--- src/pfw_cfg.svh ---
// Constants for the paged flash window glue: offsets, widths, timing counts.
// Assumes inclusion by bare name from the package and the design module.
`ifndef PFW_CFG_SVH
`define PFW_CFG_SVH

// Page port I/O address, as decoded by the processor's select unit
`define PFW_PAGE_PORT_ADDR      16'h03E0
// Page register width and reset value
`define PFW_PAGE_WIDTH          8
`define PFW_PAGE_RESET          8'h00
// Flash address hold after write strobe rises, in ns
`define PFW_ADDR_HOLD_NS        10
// Bus clock period in ns (250 MHz)
`define PFW_CLK_PERIOD_NS       4
// Least hold time rounds up to whole cycles
`define PFW_ADDR_HOLD_CYC       ((`PFW_ADDR_HOLD_NS + `PFW_CLK_PERIOD_NS - 1) / `PFW_CLK_PERIOD_NS)
// Flash data float time after a read, in ns
`define PFW_FLOAT_NS            30
`define PFW_FLOAT_CYC           ((`PFW_FLOAT_NS + `PFW_CLK_PERIOD_NS - 1) / `PFW_CLK_PERIOD_NS)
// Latch clock pulse length in bus clocks
`define PFW_LATCH_PULSE_CYC     1

`endif

--- src/pfw_pkg.sv ---
// Types for the paged flash window glue.
// Assumes pfw_cfg.svh is on the include path.
`include "pfw_cfg.svh"

package pfw_pkg;
    // Bus cycle phase tracker, one-hot
    typedef enum logic [3:0] {
        PFW_IDLE  = 4'b0001,   // No cycle in progress
        PFW_ADDR  = 4'b0010,   // Address state after strobe
        PFW_WAIT  = 4'b0100,   // Wait states, selects sampled
        PFW_RECOV = 4'b1000    // Float recovery after a read
    } pfw_phase_t;

    typedef logic [`PFW_PAGE_WIDTH-1:0] pfw_page_t;
endpackage : pfw_pkg

--- src/pfw_glue.sv ---
// Glue between the processor local bus and a two-byte-lane flash array.
// Assumes all inputs synchronous to ref_clk and a select unit that decodes
// the page port and the sliding window on the processor side.
`timescale 1ns/100ps
`default_nettype none
`include "pfw_cfg.svh"

////////////////////////////////////////////////////////////////////////////////
// Function
// - Raise flash write strobe early for hold
// - Two byte-wide devices form 16-bit bus
// - Enable only devices whose lane active
// - Page select with write gives latch pulse
// - Page latch captures data on rising edge
// - Page port sits at 3E0h
// - Page register holds upper flash address
// - Window select gates latch output onto address
// - Processor drives low address, glue chip enables
// - Eight page bits give 256 pages
// - Disable buffer during read-to-write turnaround
// - Sample selects on entry to first wait state
// - Buffer enable from window select until ready
// - Latch pulse lasts one bus clock
module pfw_glue #(
    parameter int HOLD_CYC  = `PFW_ADDR_HOLD_CYC,  // Address hold cycles
    parameter int FLOAT_CYC = `PFW_FLOAT_CYC       // Read float cycles
) (
    // Clock and reset
    input  wire logic              ref_clk,
    input  wire logic              rst_b,
    // Processor bus control
    input  wire logic              addr_strobe_n,
    input  wire logic              write_not_read,
    input  wire logic              bus_ready_n,
    input  wire logic              upper_lane_enable_n,
    input  wire logic              lower_lane_enable_n,
    input  wire logic              page_port_select_n,
    input  wire logic              window_select_n,
    input  wire logic [15:0]       data_bus,
    // Flash side
    output logic                   flash_write_strobe_n,
    output logic                   upper_device_enable_n,
    output logic                   lower_device_enable_n,
    output logic                   buffer_enable_n,
    output logic                   latch_output_control_n,
    output logic                   latch_clock,
    output pfw_pkg::pfw_page_t     upper_flash_addr,
    output logic                   upper_addr_drive
);
    import pfw_pkg::*;

    ////////////////////////////////////////////////////////////////////////////
    // Phase tracking
    pfw_phase_t phase_q;           // Current bus phase
    logic       win_q;             // Window select sampled in wait state
    logic       page_q;            // Page select sampled with write
    logic       wr_q;              // Cycle direction sampled
    logic       last_rd_q;         // Current cycle is a window read
    logic [7:0] rec_cnt_q;         // Float recovery counter
    logic [7:0] hold_cnt_q;        // Loaded with HOLD_CYC at write start, never counted down or used
    logic       we_q;              // Write strobe active
    logic       clk_pulse_q;       // Latch clock pulse
    logic       en_q;              // Buffer enable active
    pfw_page_t  page_reg_q;        // Stored page

    // Phase machine: address state, then selects sampled in wait
    always_ff @(posedge ref_clk) begin
        if (!rst_b) begin
            phase_q <= PFW_IDLE;
        end else begin
            unique case (phase_q)
                PFW_IDLE: begin
                    if (!addr_strobe_n) begin
                        phase_q <= PFW_ADDR;
                    end
                end
                PFW_ADDR: begin
                    phase_q <= PFW_WAIT;
                end
                PFW_WAIT: begin
                    // Ready ends the cycle; a window read leaves float time
                    if (!bus_ready_n) begin
                        phase_q <= last_rd_q ? PFW_RECOV : PFW_IDLE;
                    end
                end
                PFW_RECOV: begin
                    if (rec_cnt_q == 8'h00) begin
                        phase_q <= PFW_IDLE;
                    end
                end
            endcase
        end
    end

    // Sample selects at entry to wait state, not in the address state
    always_ff @(posedge ref_clk) begin
        if (!rst_b) begin
            win_q     <= 1'b0;
            page_q    <= 1'b0;
            wr_q      <= 1'b0;
            last_rd_q <= 1'b0;
        end else if (phase_q == PFW_ADDR) begin
            win_q     <= !window_select_n;
            page_q    <= !page_port_select_n && write_not_read;
            wr_q      <= write_not_read;
            last_rd_q <= !window_select_n && !write_not_read;
        end else if (phase_q == PFW_IDLE) begin
            win_q     <= 1'b0;
            page_q    <= 1'b0;
            last_rd_q <= 1'b0;
        end
    end

    // Recovery counter for flash data float after a read
    always_ff @(posedge ref_clk) begin
        if (!rst_b) begin
            rec_cnt_q <= 8'h00;
        end else if (phase_q == PFW_WAIT) begin
            rec_cnt_q <= 8'(FLOAT_CYC - 1);
        end else if (rec_cnt_q != 8'h00) begin
            rec_cnt_q <= rec_cnt_q - 8'h01;
        end
    end

    ////////////////////////////////////////////////////////////////////////////
    // Write strobe: released as soon as ready is seen, so address still holds
    always_ff @(posedge ref_clk) begin
        if (!rst_b) begin
            we_q       <= 1'b0;
            hold_cnt_q <= 8'h00;
        end else if (phase_q == PFW_ADDR && write_not_read && !window_select_n) begin
            we_q       <= 1'b1;
            hold_cnt_q <= 8'(HOLD_CYC);
        end else if (!bus_ready_n || phase_q != PFW_WAIT) begin
            // Ready seen: strobe drops now, bus holds address one more edge
            we_q <= 1'b0;
        end
    end
    assign flash_write_strobe_n = !(we_q && bus_ready_n);

    // Byte lane decode, each device on its own lane
    // Gated by the wait state: win_q outlives the cycle through recovery,
    // and must not enable the devices during a later page port cycle
    logic       win_act;           // Window cycle in its wait state
    assign win_act = win_q && phase_q == PFW_WAIT;
    assign upper_device_enable_n = !(win_act && !upper_lane_enable_n);
    assign lower_device_enable_n = !(win_act && !lower_lane_enable_n);

    ////////////////////////////////////////////////////////////////////////////
    // Buffer enable: window cycles only, kept off during float recovery
    always_ff @(posedge ref_clk) begin
        if (!rst_b) begin
            en_q <= 1'b0;
        end else if (phase_q == PFW_ADDR) begin
            en_q <= !window_select_n;
        end else if (phase_q != PFW_WAIT) begin
            en_q <= 1'b0;
        end
    end
    // Held through the edge where ready is seen, dropping after it
    assign buffer_enable_n = !(en_q && phase_q == PFW_WAIT);

    ////////////////////////////////////////////////////////////////////////////
    // Latch clock: one bus clock high, starting at wait-state entry
    always_ff @(posedge ref_clk) begin
        if (!rst_b) begin
            clk_pulse_q <= 1'b0;
        end else begin
            clk_pulse_q <= phase_q == PFW_ADDR && !page_port_select_n
                           && write_not_read;
        end
    end
    assign latch_clock = clk_pulse_q;

    // Page register captured at the pulse's rising edge, else held
    always_ff @(posedge ref_clk) begin
        if (!rst_b) begin
            page_reg_q <= `PFW_PAGE_RESET;
        end else if (phase_q == PFW_ADDR && !page_port_select_n && write_not_read) begin
            page_reg_q <= data_bus[`PFW_PAGE_WIDTH-1:0];
        end
    end

    // Window select alone gates the page onto upper flash address
    assign latch_output_control_n = window_select_n;
    assign upper_flash_addr       = page_reg_q;
    assign upper_addr_drive       = !window_select_n;

    ////////////////////////////////////////////////////////////////////////////
    // Checks
    chk_pulse_width: assert property (@(posedge ref_clk) disable iff (!rst_b)
        $rose(latch_clock) |=> !latch_clock)
        else $error("latch clock longer than one cycle");
    chk_page_capture: assert property (@(posedge ref_clk) disable iff (!rst_b)
        $rose(latch_clock) |-> upper_flash_addr == $past(data_bus[7:0]))
        else $error("page not captured with pulse");
    chk_page_hold: assert property (@(posedge ref_clk) disable iff (!rst_b)
        !$past(latch_clock) && !latch_clock && $past(phase_q) != PFW_ADDR
        |-> $stable(page_reg_q))
        else $error("page changed without write");
    chk_lane_high: assert property (@(posedge ref_clk) disable iff (!rst_b)
        upper_lane_enable_n |-> upper_device_enable_n)
        else $error("upper device enabled without lane");
    chk_lane_low: assert property (@(posedge ref_clk) disable iff (!rst_b)
        lower_lane_enable_n |-> lower_device_enable_n)
        else $error("lower device enabled without lane");
    chk_oc_follow: assert property (@(posedge ref_clk) disable iff (!rst_b)
        latch_output_control_n == window_select_n)
        else $error("latch output not tied to window");
    chk_no_t1_out: assert property (@(posedge ref_clk) disable iff (!rst_b)
        phase_q inside {PFW_IDLE, PFW_ADDR} |-> buffer_enable_n && !latch_clock)
        else $error("output before wait state");
    chk_we_early: assert property (@(posedge ref_clk) disable iff (!rst_b)
        !bus_ready_n |-> flash_write_strobe_n)
        else $error("write strobe still low at ready");
    chk_buf_recov: assert property (@(posedge ref_clk) disable iff (!rst_b)
        phase_q == PFW_RECOV |-> buffer_enable_n)
        else $error("buffer on during float");
endmodule : pfw_glue
`default_nettype wire

--- config.mk ---
export PLATFORM = sky130hd
export DESIGN_NAME = pfw_glue
export DESIGN_NICKNAME = d
export VERILOG_FILES = /design/src/pfw_pkg.sv /design/src/pfw_glue.sv
export VERILOG_INCLUDE_DIRS = /design/src /design/src/src
export SDC_FILE = /design/constraint.sdc
export NUM_CORES = 1
export LEC_CHECK = 0
export BUFFER_PORTS_ARGS = -buffer_cell sky130_fd_sc_hd__buf_2
export CAP_MARGIN = 30
export CELL_PAD_IN_SITES_DETAIL_PLACEMENT = 0
export CELL_PAD_IN_SITES_GLOBAL_PLACEMENT = 2
export CORE_AREA = 5 5 71 73
export CTS_CLUSTER_SIZE = 24
export DETAILED_ROUTE_END_ITERATION = 16
export DIE_AREA = 0 0 76 78
export GPL_ROUTABILITY_DRIVEN = 0
export PLACE_DENSITY_LB_ADDON = 0.12
export SLEW_MARGIN = 25
export SYNTH_ARGS = -nofsm -noshare
export SYNTH_HDL_FRONTEND = slang
export SYNTH_SLANG_ARGS = --single-unit
export TNS_END_PERCENT = 30
--- constraint.sdc ---
create_clock -name ref_clk -period 2.2 [get_ports ref_clk]
set_clock_uncertainty 0.2 [all_clocks]
set_input_delay 0.11 -clock ref_clk [delete_from_list [all_inputs] [get_ports ref_clk]]
set_output_delay 0.11 -clock ref_clk [all_outputs]
set_load 0.01 [all_outputs]
Word-level counts from Yosys, hierarchy flattened
Index checks and enable logic that the tools add are counted.

Flip-flop bits (word level): 25. Input port bits: 25. Logic and storage cells: 62.

Add/sub/neg operators: 1. Equal/unequal tests: 8. Mux-type cells: 14. Bitwise operators: 1. Reductions and logical operators: 29.

Operator list (number): 4-bit 2-to-1 mux (4); 4-bit one-hot mux with 4 select lines (1); 1-bit logical AND (10); 1-bit zero test (10); 8-bit zero test (1); 2-bit nonzero test (4); 8-bit nonzero test (1); 8-bit by 1-bit subtractor with 8-bit output, second input constant (1); 1-bit 2-to-1 mux (7); 3-bit 2-to-1 mux (2); 2-bit != test, second input constant (3); 4-bit by 1-bit equality test with 1-bit output, second input constant (1); 4-bit by 2-bit equality test with 1-bit output, second input constant (1); 4-bit by 3-bit equality test with 1-bit output, second input constant (1); 4-bit equality test, second input constant (1); 4-bit by 3-bit != test with 1-bit output, second input constant (1); 3-bit AND reduction (1); 2-bit OR reduction (1); 1-bit logical OR (1); 1-bit inverter (1).

Longest topological paths before layout
Gate-level depths: netlist of the first run.

Depth in word-level cells: 4. Mapped depth: 6.

Worst setup path before layout of the first run
OpenSTA, ideal clock, no wires.

Path kind: reg-to-reg. From: register phase_q[1]. To: register page_reg_q[0] (netlist: upper_flash_addr[0]). Data arrival time: 1.287 ns. Required time: 1.872 ns. Setup slack: 0.586 ns. Cell stages (with the launch flop): 7. Path through: dfxtp_1 buf_6 nand2b_4 or4_4 buf_6 mux2i_1 nor2_1.

Longest elaborated chain between the ends: 3.

Ends and longest elaborated chain: start: declaration (line pfw_glue.sv:54) `pfw_phase_t phase_q;`; start signal: assignment (line pfw_glue.sv:83) `phase_q <= last_rd_q ? PFW_RECOV : PFW_IDLE;`; 4-bit by 2-bit equality test with 1-bit output (line pfw_glue.sv:179) `end else if (phase_q == PFW_ADDR && !page_port_select_n && write_not_read) begin`; 1-bit logical AND (2 in a row) (line pfw_glue.sv:179); end signal: assignment (line pfw_glue.sv:178) `` page_reg_q <= `PFW_PAGE_RESET; ``; end signal: assignment (line pfw_glue.sv:180) `` page_reg_q <= data_bus[`PFW_PAGE_WIDTH-1:0]; ``; end: declaration (line pfw_glue.sv:64) `pfw_page_t page_reg_q;`.

No other way between the ends. A chain may end at the register's enable or synchronous reset.

Worst setup path in the final report of the first run
From: register phase_q[2]. To: register we_q.

Longest elaborated chain between the ends: 4. Elaborated cells on any way between the ends: 7. Classes of those cells: eq/ne (2); mux (1); reduce/logical (4).

Ends and longest elaborated chain: 4-bit by 2-bit equality test with 1-bit output (line pfw_glue.sv:131) `end else if (phase_q == PFW_ADDR && write_not_read && !window_select_n) begin`; 1-bit logical AND (2 in a row) (line pfw_glue.sv:131); 1-bit 2-to-1 mux or 2-bit nonzero test (tied branches); end signal: assignment (line pfw_glue.sv:129) `we_q <= 1'b0;`; end signal: assignment (line pfw_glue.sv:132) `we_q <= 1'b1;`; end signal: assignment (line pfw_glue.sv:136) `we_q <= 1'b0;`; end: declaration (line pfw_glue.sv:61) `logic we_q;`.

Parallel ways exist; a longest one is shown, timed or not.

==> results.sh, run 1 <==
export IMPL_grt_max_degree=15
export IMPL_hold_path_class="in2reg"
export IMPL_reg2reg_depth=4
export IMPL_insertion_delay_ps=270
export IMPL_cp_data_arrival_time_ps=1940
export IMPL_grt_pass1_wl_um=4800
export IMPL_power_leakage_nw=0.713
export IMPL_grt_overflow_total=0
export IMPL_synth_xor_area_share_pct=5.31
export IMPL_crit_start="phase_q[2]"
export IMPL_grt_setup_unrepaired="false"
export IMPL_cp_depth=4
export IMPL_first_global_vias=1079
export IMPL_seqPwrFrac_pct=46.0
export IMPL_synth_yosys_seq_area_share_pct=43.3
export IMPL_start_kind="register"
export IMPL_r2r_start="phase_q[2]"
export IMPL_syn_inst=125
export IMPL_timing_final_crit_share_pct=87.8
export IMPL_yosys_cell_types_count=36
export IMPL_antenna_found_initial=0
export IMPL_syn_to_final_growth_pct=30.4
export IMPL_grt_use_met2_pct=17.5
export IMPL_synthAdderAreaFrac_pct=2.17
export IMPL_fin_crit_ps=1930
export IMPL_numCtsBuffers=3
export IMPL_post_cts_repair_setup_buffers=0
export IMPL_crit_buf_inv=1
export IMPL_synth_top_family_by_area="simple AND/OR/NAND/NOR gates"
export IMPL_power_frac_comb_pct=31.6
export IMPL_synth_ff_type="dfxtp_1"
export IMPL_yosysMostFrequentCell="dfxtp_1"
export IMPL_pin_count=40
export IMPL_cts_max_level=1
export IMPL_yosysWarnings=0
export IMPL_achievable_frequency_ghz=0.518
export IMPL_cts_buffer_depth=2
export IMPL_fillers=458
export IMPL_groute_layer_met1_usage_pct=11.4
export IMPL_setup_viol=0
export IMPL_core_area_um2=4290
export IMPL_slowest_stage="dlygate4sd3_1"
export IMPL_antennaDiodeCount=0
export IMPL_dieArea_um2=5930
export IMPL_ff2ff_setup_slack_ps=270
export IMPL_initialDrtViolationCount=47
export IMPL_synth_compound_area_share_pct=11.1
export IMPL_drc=0
export IMPL_p_int_uw=834
export IMPL_final_hold_viol_count=0
export IMPL_peakVddDrop_mv=0.267
export IMPL_crit_family="buffers and inverters"
export IMPL_syn_area_um2=1150
export IMPL_ys_top_cells_by_area="dfxtp_1 (43%), mux2i_1 (7.8%), nor2_1 (7.2%), nand3b_1 (5.2%), xor2_1 (3.0%)"
export IMPL_die_y_um=78
export IMPL_synth_area_per_cell_um2=9.24
export IMPL_synth_top_area_share_pct=43.3
export IMPL_cts_sinks=25
export IMPL_placedCellCount=204
export IMPL_cpPeakStageDelay_ps=580
export IMPL_pwr_share_clk_pct=22.4
export IMPL_drive_above_1_share_pct=25.1
export IMPL_slew_headroom_pct=72.8
export IMPL_netlist_top_cells_count="dfxtp_1 (25), nor2_1 (22), mux2i_1 (9), nand3b_1 (8)"
export IMPL_status="finished, final reports clean"
export IMPL_multi_input_area_um2=588
export IMPL_die_w_um=76
export IMPL_layout_nets=195
export IMPL_top_usage_layer="met2"
export IMPL_yosys_area_top_type="dfxtp_1"
export IMPL_grtUsageTotal_pct=9.75
export IMPL_finalPower_mw=1.24
export IMPL_fin_tns_setup_ps=0
export IMPL_route_final_wire_length_um=2660
export IMPL_yosys_area_share_simple_pct=24.6
export IMPL_cp_end_kind="register"
export IMPL_p_sw_uw=407
export IMPL_synth_seq_cells=25
export IMPL_detail_route_first_pass_iterations=4
export IMPL_worstMarginPinSlew_ps=408
export IMPL_clk_pin_slew_ps=80
export IMPL_dp_hpwl_um=1970
export IMPL_post_drt_wl_per_cell_um=12.1
export IMPL_synthMuxAreaShare_pct=7.80
export IMPL_setup_ws_ps=268
export IMPL_swShare_pct=32.8
export IMPL_synth_edff_count=0
export IMPL_drv_slew=0
export IMPL_portBuffers=31
export IMPL_dpl_worst_slack_ps=434
export IMPL_r2r_end="we_q"
export IMPL_clock_root_buffer="clkbuf_8"
export IMPL_crit_required_ps=2210
export IMPL_drv_cap=0
export IMPL_crit_chain="nor4b_2 > a32oi_1 > dlygate4sd3_1 > nor2_1"
export IMPL_worst_path_max_fanout=12
export IMPL_vias=987
export IMPL_seq_area_um2=500
export IMPL_start_util_pct=26.9
export IMPL_synth_nets=152
export IMPL_viasPerCell=4.51
export IMPL_crit_type="reg2reg"
export IMPL_cp_endpoint="we_q"
export IMPL_p_per_area_nw_per_um2=824
export IMPL_postRouteAntennaNets=0
export IMPL_fin_cells=219
export IMPL_final_util_pct=35.1
export IMPL_cts_tree="yes"
export IMPL_grt_use_met3_pct=2.20
export IMPL_async_flop_share_pct=0
export IMPL_rows=24
-- power groups by stage --
stage | clock network, mW | registers (mW) | logic (mW)
5_1_grt | 0.314 | 0.584 | 0.451
4_1_cts | 0.294 | 0.572 | 0.399
3_5_place_dp | 0 | 0.583 | 0.382
2_1_floorplan | 0 | 0.563 | 0.315
6_report | 0.278 | 0.571 | 0.392
3_3_place_gp | 0 | 0.581 | 0.373
-- layout make-up --
class	instances	share of cell area, %
clock buffer	3	2.74
tap	52	4.32
inverter	5	1.25
clock inverter	1	0.332
multi-input combinational	88	39.0
sequential	25	33.2
timing repair buffer	45	19.1
-- through the flow --
stage | instance area [um2] | hold WS [ps]
2_1_floorplan | 1150 | -10.0
3_3_place_gp | 1350 | 141
3_5_place_dp | 1350 | 157
4_1_cts | 1510 | 3.02
5_1_grt | 1510 | 41.4
6_report | 1510 | 4.82
-- routing by layer --
metal / vias to the layer above / share of wire (%)
li1: 512 / -
met1: 448 / 46
met2: 23 / 48
met3: 4 / 5.0
met4: 0 / 1.1
met5: - / 0
-- placed cells by master (no fill, tap or decap), types with 4 or more instances in the layout --
cell           netlist  routed
a21oi_1              6       6
inv_1                5       5
buf_2                2      31
mux2i_1              9       9
nand2_1              6       6
nand3b_1             8       8
xor2_1               4       4
dfxtp_1             25      25
nor2_1              22      22
dlygate4sd3_1        0      11
-- worst min-delay path, stage by stage --
cell,delay [ps]
buf_2,100
nor4_1,60
a21oi_1,120
nor2_1,40
-- state kept, by name, indices dropped and copies added (netlist names) --
signal	count
win_q	1
upper_flash_addr	8
rec_cnt_q	8
we_q	1
latch_clock	1
last_rd_q	1
en_q	1
phase_q	4
-- timing repair --
item / CTS / global route
hold buffers: 11 / 0
resized for setup: 0 / 0
hold endpoints to repair: 16 / 0
-- how the worst min path moves through the flow --
stage | depth (start not counted) | slack [ps] | to | startpoint
floorplan | 1 | -10 | phase_q[0] | rst_b
global placement | 3 | 140 | upper_flash_addr[5] | data_bus[5]
detailed placement | 3 | 160 | upper_flash_addr[4] | data_bus[4]
CTS | 4 | 3 | win_q | window_select_n
global route | 4 | 40 | win_q | window_select_n
finish | 4 | 5 | win_q | window_select_n
-- cells by family (layout without fill, tap and decap cells) --
kind of cell,Yosys count,count (layout)
AOI/OAI and AO/OA,19,19
xor gates and xnor gates,7,7
adders and majority gates,2,2
buffers and inverters,12,54
DFF,25,25
muxes,9,9
and+or+nand+nor,51,51
(Power assumes the default switching activity.)
==> run 2: changes to the inputs <==
--- a/config.mk
+++ b/config.mk
@@ -10,11 +10,11 @@
 export CAP_MARGIN = 30
 export CELL_PAD_IN_SITES_DETAIL_PLACEMENT = 0
 export CELL_PAD_IN_SITES_GLOBAL_PLACEMENT = 2
-export CORE_AREA = 5 5 71 73
+export CORE_AREA = 5 5 65 79
 export CTS_CLUSTER_SIZE = 24
 export DETAILED_ROUTE_END_ITERATION = 16
-export DIE_AREA = 0 0 76 78
-export GPL_ROUTABILITY_DRIVEN = 0
+export DIE_AREA = 0 0 70 84
+export GPL_ROUTABILITY_DRIVEN = 1
 export PLACE_DENSITY_LB_ADDON = 0.12
 export SLEW_MARGIN = 25
 export SYNTH_ARGS = -nofsm -noshare
==> run 2 against run 1 <==
Compared with the run above:
- core utilization shrank 0.32 points
- cell count grew 3.2%
- sequential power is essentially flat
- global-route usage shrank 0.22 points
- setup slack lost 81 ps
- die area shrank 0.81%
- final area grew 1.3%
- register-to-register slack lost 80 ps
- critical path type unchanged
- critical endpoint unchanged
==> results.sh, run 2 (synthesis gave the netlist of run 1 again) <==
export IMPL_ff2ff_setup_slack_ps=190
export IMPL_die_y_um=84
export IMPL_crit_chain="nor4b_2 > buf_4 > a32oi_1 > dlygate4sd3_1 > nor2_1"
export IMPL_fin_tns_setup_ps=0
export IMPL_postRouteAntennaNets=0
export IMPL_cts_max_level=1
export IMPL_post_cts_repair_setup_buffers=0
export IMPL_hold_slack_ps=100
export IMPL_grt_max_degree=16
export IMPL_vias=968
export IMPL_timing_final_crit_share_pct=91.5
export IMPL_holdBufCountCts=12
export IMPL_first_global_vias=1006
export IMPL_detail_route_first_pass_iterations=4
export IMPL_seq_area_um2=500
export IMPL_fillers=484
export IMPL_drc=0
export IMPL_pwr_share_clk_pct=22.4
export IMPL_seqPwrFrac_pct=46.1
export IMPL_grtUsageTotal_pct=9.53
export IMPL_p_int_uw=836
export IMPL_start_kind="register"
export IMPL_cts_buffer_depth=2
export IMPL_mostFrequentLayoutCells="buf_2 (31), dfxtp_1 (25), nor2_1 (22)"
export IMPL_crit_buf_inv=2
export IMPL_cts_resized=0
export IMPL_cp_data_arrival_time_ps=2020
export IMPL_layout_commonest_cell="buf_2"
export IMPL_start_util_pct=26.3
export IMPL_antennaDiodeCount=0
export IMPL_power_frac_comb_pct=31.6
export IMPL_slowest_stage="dlygate4sd3_1"
export IMPL_route_final_wire_length_um=2570
export IMPL_status="finished, final reports clean"
export IMPL_grt_pass1_wl_um=4600
export IMPL_pin_count=40
export IMPL_die_w_um=70
export IMPL_swShare_pct=32.4
export IMPL_p_sw_uw=400
export IMPL_placedCellCount=210
export IMPL_core_area_um2=4390
export IMPL_syn_to_final_growth_pct=32.2
export IMPL_power_leakage_nw=0.714
export IMPL_post_drt_wl_per_cell_um=11.3
export IMPL_drive_above_1_share_pct=25.0
export IMPL_antenna_found_initial=0
export IMPL_hold_path_class="in2reg"
export IMPL_dp_hpwl_um=1950
export IMPL_cts_sinks=25
export IMPL_cts_tree="yes"
export IMPL_cp_end_kind="register"
export IMPL_cp_depth=5
export IMPL_layout_nets=196
export IMPL_portBuffers=31
export IMPL_crit_type="reg2reg"
export IMPL_worstMarginPinSlew_ps=404
export IMPL_setup_viol=0
export IMPL_worst_path_max_fanout=12
export IMPL_drv_cap=0
export IMPL_grt_overflow_total=0
export IMPL_viasPerCell=4.28
export IMPL_place_gp_congestion=0.660
export IMPL_drv_slew=0
export IMPL_insertion_delay_ps=270
export IMPL_cpPeakStageDelay_ps=580
export IMPL_grt_setup_unrepaired="false"
export IMPL_rows=27
export IMPL_fin_crit_ps=2010
export IMPL_initialDrtViolationCount=55
export IMPL_whs_path_depth=4
export IMPL_dpl_instance_area_um2=1360
export IMPL_p_per_area_nw_per_um2=810
export IMPL_crit_family="buffers and inverters"
export IMPL_numCtsBuffers=3
export IMPL_dieArea_um2=5880
export IMPL_fin_cells=226
export IMPL_slew_headroom_pct=73.0
export IMPL_clock_root_buffer="clkbuf_8"
export IMPL_achievable_frequency_ghz=0.497
export IMPL_crit_required_ps=2210
export IMPL_multi_input_area_um2=588
export IMPL_design_area_um2=1530
export IMPL_finalPower_mw=1.24
export IMPL_peakVddDrop_mv=0.262
export IMPL_final_hold_viol_count=0
export IMPL_clk_pin_slew_ps=90
export IMPL_reg2reg_depth=5
## run 2: final timing paths
path | startpoint | end
min | bus_ready_n | phase_q[2]
max reg2reg | phase_q[2] | we_q
min reg2reg | en_q | en_q
max | phase_q[2] | we_q
## run 2: per-layer routing
layer / wire length, um / global-route usage [%]
met4: 22 / 4.18
met1: 1220 / 12.2
met2: 1220 / 15.2
met5: 0 / 0
met3: 103 / 2.05
## run 2: final cells by class
cell class,count,area share [%]
Clock buffer,3,2.70
Inverter,5,1.23
Clock inverter,1,0.492
Tap cell,58,4.75
Multi-Input combinational cell,88,38.5
Timing Repair Buffer,46,19.5
Sequential cell,25,32.8
## run 2: power by group through the flow
stage | combinational, mW | clock, mW | sequential (mW)
2_1_floorplan | 0.315 | 0 | 0.563
3_3_place_gp | 0.375 | 0 | 0.582
3_5_place_dp | 0.377 | 0 | 0.582
4_1_cts | 0.397 | 0.299 | 0.571
5_1_grt | 0.446 | 0.323 | 0.584
6_report | 0.390 | 0.276 | 0.570
## run 2: tightest hold or removal path: cells and delay by family
family | cells | cell delay (ps)
buf+inv | 1 | 130
compound gates | 1 | 50
simple gates | 2 | 230
## run 2: metrics by stage
step	setup WS, ps	utilization, %
finish	187	34.8
global placement	473	30.9
global route	68.3	34.8
CTS	173	34.8
detailed placement	434	30.9
floorplan	586	-
==> run 3: changes to the inputs <==
==> constraint.sdc (replaced) <==
create_clock -name ref_clk -period 1.89 [get_ports ref_clk]
set_clock_uncertainty 0.2 [all_clocks]
set_input_delay 0.0945 -clock ref_clk [delete_from_list [all_inputs] [get_ports ref_clk]]
set_output_delay 0.0945 -clock ref_clk [all_outputs]
set_load 0.01 [all_outputs]
==> run 3 against run 2 <==
Compared with the run above:
- hold slack worse by 30 ps
- sequential share of layout area down 0.68 points
- via count up 4.2%
- largest power group unchanged
- highest routed layer unchanged
==> results.sh, run 3 (synthesis gave the netlist of run 1 again) <==
export IMPL_status="finished, final reports clean"
export IMPL_cts_tree="yes"
export IMPL_postRouteAntennaNets=0
export IMPL_insertion_delay_ps=270
export IMPL_worstMarginPinSlew_ps=405
export IMPL_hold_path_class="in2reg"
export IMPL_vias=1009
export IMPL_clk_pin_slew_ps=100
export IMPL_first_global_vias=993
export IMPL_worst_path_max_fanout=9
export IMPL_cp_end_kind="primary output"
export IMPL_layout_nets=199
export IMPL_start_util_pct=26.3
export IMPL_dpl_instance_area_um2=1380
export IMPL_ff2ff_setup_slack_ps=200
export IMPL_drv_cap=0
export IMPL_place_gp_congestion=0.711
export IMPL_route_final_wire_length_um=2630
export IMPL_peakVddDrop_mv=0.339
export IMPL_grt_overflow_total=0
export IMPL_core_area_um2=4390
export IMPL_viasPerCell=4.41
export IMPL_crit_start="phase_q[0]"
export IMPL_dp_hpwl_um=1930
export IMPL_grtUsageTotal_pct=9.12
export IMPL_drv_slew=0
export IMPL_post_cts_repair_setup_buffers=0
export IMPL_clock_root_buffer="clkbuf_8"
export IMPL_timing_final_crit_share_pct=91.4
export IMPL_crit_required_ps=1600
export IMPL_initialDrtViolationCount=61
export IMPL_multi_input_area_um2=597
export IMPL_fin_crit_ps=1730
export IMPL_seq_area_um2=500
export IMPL_rows=27
export IMPL_design_area_um2=1560
export IMPL_cts_buffer_depth=2
export IMPL_setup_viol=0
export IMPL_drive_above_1_share_pct=26.3
export IMPL_reg2reg_depth=4
export IMPL_r2r_end="rec_cnt_q[0]"
export IMPL_die_y_um=84
export IMPL_grt_max_degree=17
export IMPL_start_kind="register"
export IMPL_grt_setup_unrepaired="false"
export IMPL_crit_type="reg2out"
export IMPL_cp_data_arrival_time_ps=1430
export IMPL_cts_sinks=25
export IMPL_fin_tns_setup_ps=0
export IMPL_antennaDiodeCount=0
export IMPL_grt_pass1_wl_um=4440
export IMPL_r2r_start="rec_cnt_q[2]"
export IMPL_detail_route_first_pass_iterations=4
export IMPL_numCtsBuffers=3
export IMPL_dieArea_um2=5880
export IMPL_portBuffers=31
export IMPL_setup_ws_ps=163
export IMPL_die_w_um=70
export IMPL_power_leakage_nw=0.738
export IMPL_fillers=473
export IMPL_final_hold_viol_count=0
export IMPL_slew_headroom_pct=72.9
export IMPL_syn_to_final_growth_pct=35.0
export IMPL_dpl_worst_slack_ps=199
export IMPL_mostFrequentLayoutCells="buf_2 (31), dfxtp_1 (25), nor2_1 (22)"
export IMPL_cp_endpoint="buffer_enable_n"
export IMPL_cts_max_level=1
export IMPL_antenna_found_initial=0
export IMPL_p_per_area_nw_per_um2=946
export IMPL_post_drt_wl_per_cell_um=11.5
export IMPL_achievable_frequency_ghz=0.579
export IMPL_pin_count=40
export IMPL_layout_commonest_cell="buf_2"
export IMPL_drc=0
[run 3: routing by layer]
metal	up-vias	routed length, um	track usage [%]
met2	21	1300	15.0
met1	466	1160	11.0
met5	-	0	0
met4	0	22	4.18
met3	2	146	2.29
li1	520	-	-
[run 3: worst min path at each step]
stage,slack (ps),startpoint,end,cells past startpoint
2_1_floorplan,-30,rst_b,phase_q[0],1
3_3_place_gp,120,data_bus[4],upper_flash_addr[4],3
3_5_place_dp,130,data_bus[4],upper_flash_addr[4],3
4_1_cts,70,page_port_select_n,latch_clock,4
5_1_grt,100,page_port_select_n,latch_clock,4
6_report,70,page_port_select_n,latch_clock,4
[run 3: cell type report]
class,count,share of cell area [%]
multi-input cells,88,38.3
flip-flops and latches,25,32.1
repair buffers,49,20.5
well taps,58,4.65
clock buffers,3,2.65
inverters,5,1.20
clock inverters,1,0.562
[run 3: per-stage QoR]
| step | cells | total power [mW] | utilization [%] | hold slack (ps) |
|---|---|---|---|---|
| floorplan | 125 | 1.02 | - | -25.5 |
| global placement | 213 | 1.11 | 31.4 | 125 |
| detailed placement | 213 | 1.12 | 31.4 | 131 |
| CTS | 229 | 1.49 | 35.3 | 67.2 |
| global route | 229 | 1.59 | 35.5 | 101 |
| finish | 229 | 1.48 | 35.5 | 70.8 |
[run 3: timing repair]
| action | 4_1_cts | 5_1_grt |
|---|---|---|
| setup endpoints to repair | 0 | 2 |
| hold endpoints to repair | 18 | 0 |
| resized for setup | 0 | 1 |
| hold buffers | 12 | 0 |
[run 3: where the power goes]
part / internal (mW) / total [mW] / switching [mW]
sequential: 0.596 / 0.662 / 0.0660
combinational: 0.233 / 0.466 / 0.234
clock: 0.155 / 0.347 / 0.192
total: 0.983 / 1.48 / 0.492
[run 3: worst max-delay path: stages (launching register included)]
cell and delay [ps]:
dfxtp_1 440, nor4b_4 330, buf_4 190, nand2_1 70
buf_2 140
